`config.mk`:
```
export PLATFORM = sky130hd
export DESIGN_NAME = nv_ctrl
export DESIGN_NICKNAME = d
export VERILOG_FILES = /design/src/design/nv_pkg.sv /design/src/design/nv_tick_sync.sv /design/src/design/nv_ctrl.sv
export VERILOG_INCLUDE_DIRS = /design/src /design/src/design
export SDC_FILE = /design/constraint.sdc
export NUM_CORES = 1
export LEC_CHECK = 0
export BUFFER_PORTS_ARGS = -buffer_cell sky130_fd_sc_hd__buf_4
export CORE_MARGIN = 1.5
export CORE_UTILIZATION = 56
export CTS_BUF_LIST = sky130_fd_sc_hd__clkbuf_4 sky130_fd_sc_hd__clkbuf_8 sky130_fd_sc_hd__clkbuf_16
export CTS_CLUSTER_SIZE = 10
export DETAILED_ROUTE_END_ITERATION = 7
export PLACE_DENSITY = 0.86
export SLEW_MARGIN = 20
export SYNTH_ARGS = -nofsm -noshare
export SYNTH_HDL_FRONTEND = slang
export SYNTH_SLANG_ARGS = --single-unit
export TNS_END_PERCENT = 10
```
`constraint.sdc`:
```
create_clock -name aclk -period 4.9 [get_ports aclk]
set_input_delay 0.49 -clock aclk [delete_from_list [all_inputs] [get_ports aclk]]
set_output_delay 0.49 -clock aclk [all_outputs]
set_load 0.005 [all_outputs]
```
`src/design/nv_map.svh`:
```
`ifndef NV_MAP_SVH
`define NV_MAP_SVH
// Register byte offsets
`define NV_OFF_DATA 4'h0
`define NV_OFF_CTL 4'h4
`define NV_OFF_ADDR 4'h8
`define NV_OFF_STAT 4'hC
// Control register bit positions
`define NV_CTL_RDS 0
`define NV_CTL_PRS 1
`define NV_CTL_MPE 2
`define NV_CTL_RIE 3
`define NV_CTL_PM_LO 4
`define NV_CTL_PM_HI 5
// Reset values
`define NV_DATA_RST 8'h00
`define NV_ADDR_RST 12'h000
`define NV_MODE_RST 2'h0
// Bus responses
`define NV_RESP_OKAY 2'h0
`define NV_RESP_SLVERR 2'h2
// Timing in aclk cycles
`define NV_MPE_CYC 3'h4
`define NV_RD_STALL 3'h4
`define NV_PR_STALL 3'h2
// Programming times, ns, and RC cycles for the atomic case
`define NV_T_ATOMIC_NS 64'd3400000
`define NV_T_SPLIT_NS 64'd1800000
`define NV_RC_ATOMIC 64'd26368
`endif

```
`src/design/nv_pkg.sv`:
```
package nv_pkg;
    // Controller state, one-hot
    typedef enum logic [1:0] {
        NV_IDLE = 2'b01,
        NV_PROG = 2'b10
    } nv_state_e;
    // Programming mode field codes
    typedef enum logic [1:0] {
        NV_PM_ATOMIC = 2'b00,
        NV_PM_ERASE = 2'b01,
        NV_PM_WRITE = 2'b10,
        NV_PM_RSVD = 2'b11
    } nv_mode_e;
    // Request to the memory array
    typedef struct packed {
        logic [11:0] addr;
        logic [7:0] wdata;
        logic erase;
        logic write;
    } nv_mem_req_s;
endpackage

```
`src/design/nv_tick_sync.sv`:
```
`timescale 1ns/1ps
module nv_tick_sync (
    // Clock, enable and reset
    input wire logic aclk,
    input wire logic resetn,
    input wire logic aclk_en,
    // Asynchronous input and its rising-edge pulse
    input wire logic async_in,
    output logic tick
);
    logic meta;
    logic sync;
    logic sync_d;

    // Two-stage synchroniser plus edge history
    always_ff @(posedge aclk) begin
        if (!resetn) begin
            meta <= 1'b0;
            sync <= 1'b0;
            sync_d <= 1'b0;
        end else if (aclk_en) begin
            meta <= async_in;
            sync <= meta;
            sync_d <= sync;
        end
    end

    // One pulse per rising edge
    assign tick = aclk_en & sync & ~sync_d;
endmodule // nv_tick_sync

```
`src/design/nv_ctrl.sv`:
```
// The AXI4-Lite slave port and the register addresses were decided locally.
`timescale 1ns/1ps
`include "nv_map.svh"
module nv_ctrl #(
    parameter int unsigned TMR_W = 15,
    parameter int unsigned ATOMIC_RC_CYC = int'(`NV_RC_ATOMIC),
    parameter int unsigned SPLIT_RC_CYC = int'((`NV_RC_ATOMIC * `NV_T_SPLIT_NS
        + `NV_T_ATOMIC_NS - 64'd1) / `NV_T_ATOMIC_NS)
) (
    // Clock, enable, resets
    input wire logic aclk,
    input wire logic aclk_en,
    input wire logic aresetn,
    input wire logic por_resetn,
    // AXI4-Lite write channels
    input wire logic [3:0] awaddr,
    input wire logic awvalid,
    output logic awready,
    input wire logic [31:0] wdata,
    input wire logic [3:0] wstrb,
    input wire logic wvalid,
    output logic wready,
    output logic [1:0] bresp,
    output logic bvalid,
    input wire logic bready,
    // AXI4-Lite read channels
    input wire logic [3:0] araddr,
    input wire logic arvalid,
    output logic arready,
    output logic [31:0] rdata,
    output logic [1:0] rresp,
    output logic rvalid,
    input wire logic rready,
    // Chip side
    input wire logic cpu_status_word_gie,
    input wire logic flash_selfprog_active,
    input wire logic rc_osc_clk,
    output logic cpu_stall,
    output logic ready_irq,
    // Memory array
    output nv_pkg::nv_mem_req_s mem_req,
    input wire logic [7:0] mem_rdata
);
    import nv_pkg::*;

    logic aw_ful;
    logic w_ful;
    logic [3:0] aw_a;
    logic [31:0] w_d;
    logic [3:0] w_s;
    logic wr_go;
    logic wr_ctl;
    logic [7:0] nv_data_byte;
    logic [11:0] nv_byte_address;
    logic [7:0] prog_wdata;
    logic [1:0] prog_mode_field;
    logic ready_irq_enable;
    logic master_prog_enable;
    logic [2:0] mpe_cnt;
    logic prog_strobe;
    nv_state_e state;
    logic [TMR_W-1:0] tmr;
    logic [2:0] stall_cnt;
    logic rc_tick;
    logic start;
    logic rd_go;
    logic [1:0] next_mode;
    logic map_ok;

    // RC oscillator edges into the aclk domain
    nv_tick_sync u_rc_sync (
        .aclk(aclk),
        .resetn(por_resetn),
        .aclk_en(aclk_en),
        .async_in(rc_osc_clk),
        .tick(rc_tick)
    );

    // Write channel handshakes
    assign awready = ~aw_ful & ~bvalid;
    assign wready = ~w_ful & ~bvalid;
    assign wr_go = aw_ful & w_ful & ~bvalid;
    assign wr_ctl = wr_go & (aw_a == `NV_OFF_CTL) & w_s[0];
    assign next_mode = w_d[`NV_CTL_PM_HI:`NV_CTL_PM_LO];
    assign map_ok = (aw_a == `NV_OFF_DATA) | (aw_a == `NV_OFF_CTL)
        | (aw_a == `NV_OFF_ADDR) | (aw_a == `NV_OFF_STAT);

    // Address and data taken in either order, then one response
    always_ff @(posedge aclk) begin
        if (!aresetn) begin
            aw_ful <= 1'b0;
            w_ful <= 1'b0;
            bvalid <= 1'b0;
            bresp <= `NV_RESP_OKAY;
            aw_a <= 4'h0;
            w_d <= 32'h0;
            w_s <= 4'h0;
        end else if (aclk_en) begin
            if (awvalid && awready) begin
                aw_ful <= 1'b1;
                aw_a <= awaddr;
            end
            if (wvalid && wready) begin
                w_ful <= 1'b1;
                w_d <= wdata;
                w_s <= wstrb;
            end
            if (wr_go) begin
                aw_ful <= 1'b0;
                w_ful <= 1'b0;
                bvalid <= 1'b1;
                bresp <= map_ok ? `NV_RESP_OKAY : `NV_RESP_SLVERR;
            end else if (bvalid && bready) begin
                bvalid <= 1'b0;
            end
        end
    end

    // Read channel, one cycle after the address
    assign arready = ~rvalid;
    always_ff @(posedge aclk) begin
        if (!aresetn) begin
            rvalid <= 1'b0;
            rdata <= 32'h0;
            rresp <= `NV_RESP_OKAY;
        end else if (aclk_en) begin
            if (arvalid && arready) begin
                rvalid <= 1'b1;
                rresp <= `NV_RESP_OKAY;
                case (araddr)
                    `NV_OFF_DATA: rdata <= {24'h0, nv_data_byte};
                    `NV_OFF_CTL: rdata <= {24'h0, 2'b00, prog_mode_field, ready_irq_enable,
                        master_prog_enable, prog_strobe, 1'b0};
                    `NV_OFF_ADDR: rdata <= {20'h0, nv_byte_address};
                    `NV_OFF_STAT: rdata <= {30'h0, ready_irq, cpu_stall};
                    default: begin
                        rdata <= 32'h0;
                        rresp <= `NV_RESP_SLVERR;
                    end
                endcase
            end else if (rvalid && rready) begin
                rvalid <= 1'b0;
            end
        end
    end

    // start only inside the enable window, never during flash
    assign start = wr_ctl & w_d[`NV_CTL_PRS] & master_prog_enable & ~prog_strobe
        & ~flash_selfprog_active & (next_mode != NV_PM_RSVD);
    assign rd_go = wr_ctl & w_d[`NV_CTL_RDS] & ~prog_strobe;
    assign prog_strobe = (state == NV_PROG);

    // Master enable and its four-cycle expiry
    always_ff @(posedge aclk) begin
        if (!aresetn) begin
            master_prog_enable <= 1'b0;
            mpe_cnt <= 3'h0;
        end else if (aclk_en) begin
            if (wr_ctl && w_d[`NV_CTL_MPE] && !master_prog_enable) begin
                master_prog_enable <= 1'b1;
                mpe_cnt <= `NV_MPE_CYC;
            end else if (master_prog_enable) begin
                mpe_cnt <= mpe_cnt - 3'h1;
                if (mpe_cnt == 3'h1) begin
                    master_prog_enable <= 1'b0;
                end
            end
        end
    end

    // mode survives an aresetn reset during programming, por_resetn still clears it
    always_ff @(posedge aclk) begin
        if (!por_resetn || (!aresetn && !prog_strobe)) begin
            prog_mode_field <= `NV_MODE_RST;
        end else if (aclk_en && wr_ctl && !prog_strobe) begin
            prog_mode_field <= next_mode;
        end
    end

    // Ready interrupt enable
    always_ff @(posedge aclk) begin
        if (!aresetn) begin
            ready_irq_enable <= 1'b0;
        end else if (aclk_en && wr_ctl) begin
            ready_irq_enable <= w_d[`NV_CTL_RIE];
        end
    end

    always_ff @(posedge aclk) begin
        if (!por_resetn) begin
            state <= NV_IDLE;
        end else if (aclk_en) begin
            case (state)
                NV_IDLE: begin
                    if (start) begin
                        state <= NV_PROG;
                    end
                end
                NV_PROG: begin
                    if (rc_tick && tmr == TMR_W'(1)) begin
                        state <= NV_IDLE;
                    end
                end
                default: state <= NV_IDLE;
            endcase
        end
    end

    // RC cycle timer, length by mode
    always_ff @(posedge aclk) begin
        if (!por_resetn) begin
            tmr <= '0;
        end else if (aclk_en) begin
            if (start) begin
                tmr <= (next_mode == NV_PM_ATOMIC) ? TMR_W'(ATOMIC_RC_CYC)
                    : TMR_W'(SPLIT_RC_CYC);
            end else if (prog_strobe && rc_tick) begin
                tmr <= tmr - TMR_W'(1);
            end
        end
    end

    always_ff @(posedge aclk) begin
        if (!por_resetn) begin
            prog_wdata <= `NV_DATA_RST;
        end else if (aclk_en && start) begin
            prog_wdata <= nv_data_byte;
        end
    end

    // Data register, software or array read
    always_ff @(posedge aclk) begin
        if (!aresetn) begin
            nv_data_byte <= `NV_DATA_RST;
        end else if (aclk_en) begin
            if (rd_go) begin
                nv_data_byte <= mem_rdata;
            end else if (wr_go && aw_a == `NV_OFF_DATA && w_s[0]) begin
                nv_data_byte <= w_d[7:0];
            end
        end
    end

    always_ff @(posedge aclk) begin
        if (!por_resetn) begin
            nv_byte_address <= `NV_ADDR_RST;
        end else if (aclk_en && wr_go && aw_a == `NV_OFF_ADDR && !prog_strobe) begin
            if (w_s[0]) begin
                nv_byte_address[7:0] <= w_d[7:0];
            end
            if (w_s[1]) begin
                nv_byte_address[11:8] <= w_d[11:8];
            end
        end
    end

    always_ff @(posedge aclk) begin
        if (!aresetn) begin
            stall_cnt <= 3'h0;
        end else if (aclk_en) begin
            if (rd_go) begin
                stall_cnt <= `NV_RD_STALL;
            end else if (start) begin
                stall_cnt <= `NV_PR_STALL;
            end else if (stall_cnt != 3'h0) begin
                stall_cnt <= stall_cnt - 3'h1;
            end
        end
    end
    assign cpu_stall = (stall_cnt != 3'h0);

    assign ready_irq = ready_irq_enable & cpu_status_word_gie & ~prog_strobe;

    // Array request from held state
    assign mem_req.addr = nv_byte_address;
    assign mem_req.wdata = prog_wdata;
    assign mem_req.erase = prog_strobe & (prog_mode_field != NV_PM_WRITE);
    assign mem_req.write = prog_strobe & (prog_mode_field != NV_PM_ERASE);
endmodule // nv_ctrl

```
# Word level (Yosys, flattened, before mapping)
# Index checks and enable logic that the tools add are counted.
# Widths: inputs -> output; s select.
[word_totals]
reg_bits = 116
latchBits = 0
ramBits = 0
romBits = 0
word_cells = 149
mem_count = 0
[classes]
addsub = 3
n_mul = 0
div = 0
n_lt_le_gt_ge = 0
n_eq_ne = 15
n_shift = 0
mux = 27
n_bitwise = 29
n_reduce_logical = 51
[ops]
columns = ["op", "n"]
rows = [
  ["$pmux 12 s4", 1],
  ["$mux 15", 3],
  ["$reduce_and 2->1", 14],
  ["$and 1x1->1", 19],
  ["$logic_and 1x1->1", 18],
  ["$eq 4x4->1 const B", 4],
  ["$mux 8", 2],
  ["$eq 15x1->1 const B", 1],
  ["$mux 3", 5],
  ["$sub 15x1->15 const B", 1],
  ["$reduce_bool 2->1", 7],
  ["$mux 1", 11],
  ["$eq 4x3->1 const B", 2],
  ["$logic_not 4->1", 2],
  ["$mux 2", 4],
  ["$not 1->1", 7],
  ["$ne 2x2->1 const B", 3],
  ["$reduce_bool 3->1", 2],
  ["$sub 3x1->3 const B", 2],
  ["$logic_not 1->1", 4],
  ["$ne 2x1->1 const B", 2],
  ["$pmux 2 s2", 1],
  ["$reduce_or 4->1", 1],
  ["$eq 3x1->1 const B", 1],
  ["6 further kinds", 8],
]

# Logic depth before layout (Yosys ltp)
[logic_depth]
depth_word = 11
ltp_mapped = 8
mapped_depth_nobuf = 7

# By module
# From an unflattened synthesis, not the netlist that was laid out.
[hier_totals]
cells_unflattened = 519
area_unflattened_um2 = 4596.9
[by_module_without_submodules]
columns = ["module", "n_inst", "cells_each", "area_per_inst_um2"]
rows = [
  ["nv_ctrl", 1, 508, 4483.0],
  ["nv_tick_sync", 1, 11, 113.9],
]

# Worst setup path before layout
# OpenSTA, ideal clock, no wires.
[synth_path]
kind = "register -> register"
from = "register aw_a[3]"
to = "register tmr[12]"
setup_ns = 0.141
arrival_time_ns = 1.570
required_ns = 4.759
slack_ns = 3.189
stages_incl_launch_ff = 6
path_buffers = 0
period_less_slack_ns = 1.711
cell_sequence = "dfxtp_1 > nor4b_2 > nand2_1 > or4b_1 > a21oi_1 > o32ai_1"
[synth_via]
elab_chain_len = 10
elab_cells_between_ends = 11
classes_between = "1 x eq/ne; 1 x mux; 7 x bitwise; 2 x reduce/logical"
[synth_lines]
columns = ["item", "line_no", "source"]
rows = [
  ["start, declared", "nv_ctrl.sv:48", "logic [3:0] aw_a;"],
  ["start signal, assigned", "nv_ctrl.sv:101", "aw_a <= awaddr;"],
  ["$eq 4x3->1 (no line) (*)", "--", ""],
  ["$and 1x1->1 (*) (2 in series)", "nv_ctrl.sv:83", "assign wr_ctl = wr_go & (aw_a == `NV_OFF_CTL) & w_s[0];"],
  ["$and 1x1->1 (*) (5 in series)", "nv_ctrl.sv:148", "assign start = wr_ctl & w_d[`NV_CTL_PRS] & master_prog_enable & ~prog_strobe"],
  ["$reduce_bool 2->1 (no line)", "--", ""],
  ["$reduce_and 2->1 (no line)", "--", ""],
  ["end signal, assigned", "nv_ctrl.sv:215", "tmr <= (next_mode == NV_PM_ATOMIC) ? TMR_W'(ATOMIC_RC_CYC)"],
  ["end signal, assigned", "nv_ctrl.sv:218", "tmr <= tmr - TMR_W'(1);"],
  ["end, declared", "nv_ctrl.sv:62", "logic [TMR_W-1:0] tmr;"],
]
# Mark *: on every way between the ends. The rest lies on a longest branch, timed or not.
# A chain may end at the register's enable or synchronous reset.

# Final worst setup path
[layout_path]
from = "register state[1]"
to = "register tmr[3]"
[layout_via]
elab_chain_len = 7
elab_cells_between_ends = 9
classes_between = "1 x eq/ne; 1 x mux; 4 x bitwise; 3 x reduce/logical"
[layout_lines]
columns = ["item", "line_no", "source"]
rows = [
  ["start, declared", "nv_ctrl.sv:61", "nv_state_e state;"],
  ["start signal, assigned", "nv_ctrl.sv:191", "state <= NV_IDLE;"],
  ["start signal, assigned", "nv_ctrl.sv:196", "state <= NV_PROG;"],
  ["start signal, assigned", "nv_ctrl.sv:201", "state <= NV_IDLE;"],
  ["$eq 2x2->1 (*)", "nv_ctrl.sv:151", "assign prog_strobe = (state == NV_PROG);"],
  ["$not 1->1", "nv_ctrl.sv:148", ""],
  ["$and 1x1->1 (3 in series)", "nv_ctrl.sv:148", ""],
  ["$reduce_bool 2->1 (no line)", "--", ""],
  ["$reduce_and 2->1 (no line)", "--", ""],
]
# Marked as above.

==> results.py <==
metrics = {
    "sta": {
        "fmaxAchievable_mhz": 394,
        "fin_hold_ws_ps": 353,
        "fin_crit_sh_pct": 51.8,
        "finalCriticalPeriod_ps": 2540,
        "slew_headroom_pct": 31.9,
        "setup_viol": 0,
        "setup_tns_ps": 0,
        "skew_ps": 15.9,
        "rsz0062_at_grt": "false",
        "slew_violations": 0,
        "hold_violations": 0,
        "tightestPinTransition_ps": 1020,
    },
    "routing": {
        "route.vias.total": 4002,
        "wl_per_cell_um": 15.8,
        "drc": 0,
        "drt_iter0_drc": 285,
        "via_per_inst": 5.77,
        "first_pass_iters": 5,
        "ant_nets": 0,
        "wl_mm": 10.9,
    },
    "cells_and_area": {
        "layout-drive-gt1-share_pct": 19.4,
        "area_growth_pct": 17.6,
        "diodes": 0,
        "fill_cells": 624,
        "nNetsFinal": 659,
    },
    "grt": {
        "grt.met1_usage_pct": 36.0,
        "grt_util_met2_pct": 44.4,
        "antenna_found_initial": 0,
        "top_usage_layer": "met2",
        "grtUsageMet3_pct": 4.94,
        "grt_pass1_vias": 3736,
        "grt_start_max_net_pins": 42,
        "grt_pass1_wl_mm": 18.1,
        "overflow": 0,
        "grtUsageTotal_pct": 27.3,
    },
    "yosys": {
        "synth.avg_cell_area_um2": 8.39,
        "yosysTopAreaCellShare_pct": 43.2,
        "synthFlopType": "dfxtp_1",
        "syn_inst": 520,
        "syn_area_um2": 4360,
        "async_reset_ff_share_pct": 0,
        "yosys.cell_count.top_type": "dfxtp_1",
        "yosysWarningCount": 0,
        "synth.distinct_cells": 59,
        "ys_top_cells_by_count": "94 x dfxtp_1, 76 x nand2_1, 59 x nor2_1",
        "yosysTopAreaCell": "dfxtp_1",
        "synthTopCellsByArea": "dfxtp_1 43%, mux2i_1 6.9%, nand2_1 6.5%, a21oi_1 6.0%, nor2_1 5.1%",
        "synth-edff-count": 0,
        "ys_seq_area_share_pct": 43.2,
        "synth_seq_cells": 94,
    },
    "floorplan": {
        "initial_core_util_pct": 58.9,
        "dieArea_um2": 8320,
        "core_um2": 7410,
        "chipWidth_um": 91.2,
        "rows": 31,
        "die_y_um": 91.2,
        "io_pins": 129,
    },
    "worst_setup_path": {
        "path_max_fanout": 12,
        "cp-end-kind": "flop",
        "crit_type": "flop to flop",
        "cpMostUsedCell": "a31oi_1",
        "slowest_stage": "nor2b_1",
        "crit_arrival_ps": 2810,
        "crit_required_ps": 5170,
        "start_kind": "flop",
        "worstPathCellList": "nor2b_1 -> nor2_4 -> a31oi_1 -> o21ai_1 -> a31oi_1",
        "crit_path_max_incr_delay_ps": 820,
    },
    "clock_tree": {
        "path_clk_slew_ps": 100,
        "cts_tree": "done",
        "numCtsBuffers": 9,
        "cts.repair.resized": 0,
        "cts_hold_buf": 0,
        "cts_root_buf": "clkbuf_8",
        "clock_latency_ps": 380,
        "cts_setup_buffers": 0,
        "cts_sinks": 94,
        "max-clock-path-buffers": 2,
        "htreeDepth": 3,
    },
    "power_and_ir_drop": {
        "p_per_area_nw_per_um2": 307,
        "power_leakage_nw": 2.19,
        "peakVddDrop_mv": 0.175,
    },
    "place": {
        "place.detailed.hpwl_mm": 7.82,
        "gp_congestion": 0.899,
        "io_buffers": 84,
    },
    "min_path": {
        "hold_path.class": "input pin to flop",
    },
    "status": {
        "status": "completed",
    },
    "flow_run": {
        "cap_violations": 0,
    },
}
worst max-delay path, delay by kind of cell (launching register included):
family	cells	cell delay, ps
flops	1	390
compound gates	3	1020
simple gates	2	1010
stage by stage:
stage                     power (mW)  instances  instance area (µm²)  setup WS [ps]  utilization [%]
after floorplan                0.961        541                 4440           3190                -
after global placement          1.02        677                 4920           2530             66.4
after detailed placement        1.03        677                 4920           2480             66.4
after CTS                       1.57        693                 5130           2440             69.2
after global routing            1.64        693                 5130           2220             69.2
final                           1.57        693                 5130           2360             69.2
final cells by class:
class                      instances  area, µm²  area share (%)
clock buffer                      10        131            2.56
inverter                          14       52.6            1.03
clock inverter                     6       77.6            1.51
multi-input combinational        385       2220            43.3
sequential                        94       1880            36.7
tap                               99        124            2.42
timing repair buffer              85        638            12.4
routing by layer:
| layer | wire length [µm] | part of all wire (%) | up-vias |
|---|---|---|---|
| li1 | - | - | 1905 |
| met1 | 4750 | 43 | 1906 |
| met2 | 5290 | 48 | 176 |
| met3 | 730 | 6.7 | 15 |
| met4 | 155 | 1.4 | 0 |
| met5 | 0 | 0 | - |
sequential cells by signal (all words and copies together) (netlist names), 2 cells and up:
name	count
nv_data_byte	8
stall_cnt	3
aw_a	4
prog_wdata	8
mpe_cnt	3
prog_mode_field	2
rdata	12
w_s	2
w_d	12
tmr	15
state	2
nv_byte_address	12
kinds of logic (layout without fill, tap and decap cells):
kind of cell | after synthesis | count (layout) | share of synthesized area (%)
compound gates | 109 | 109 | 14.8
simple gates | 209 | 209 | 23.5
xor+xnor | 8 | 8 | 1.61
other cells | 1 | 22 | 0.0860
flops | 94 | 94 | 43.2
buf+inv | 62 | 115 | 7.72
fa+ha+maj | 6 | 6 | 1.72
mux | 31 | 31 | 7.40
placed cells by master (no fill, tap or decap), drive strengths merged, types with 11 or more instances in the layout:
cell type  Yosys  routed
nand2         77      77
o21ai         19      19
buf           32      85
conb           1      22
inv           14      16
nand3         16      16
nor2          60      60
a31oi         11      11
a21oi         52      52
mux2i         30      30
dfxtp         94      94
report_power, final:
| part | switching [mW] | internal [mW] |
|---|---|---|
| combinational | 0.123 | 0.0973 |
| clock | 0.296 | 0.252 |
| sequential | 0.0192 | 0.786 |
final timing paths:
kind                 start              to  slack, ps  cells after the start
max reg2reg       state[1]          tmr[3]       2360                      5
min             rc_osc_clk  u_rc_sync.meta        350                      3
min reg2reg  prog_wdata[5]   prog_wdata[5]        460                      2
max               state[1]          tmr[3]       2360                      5
(Power assumes the default switching activity.)
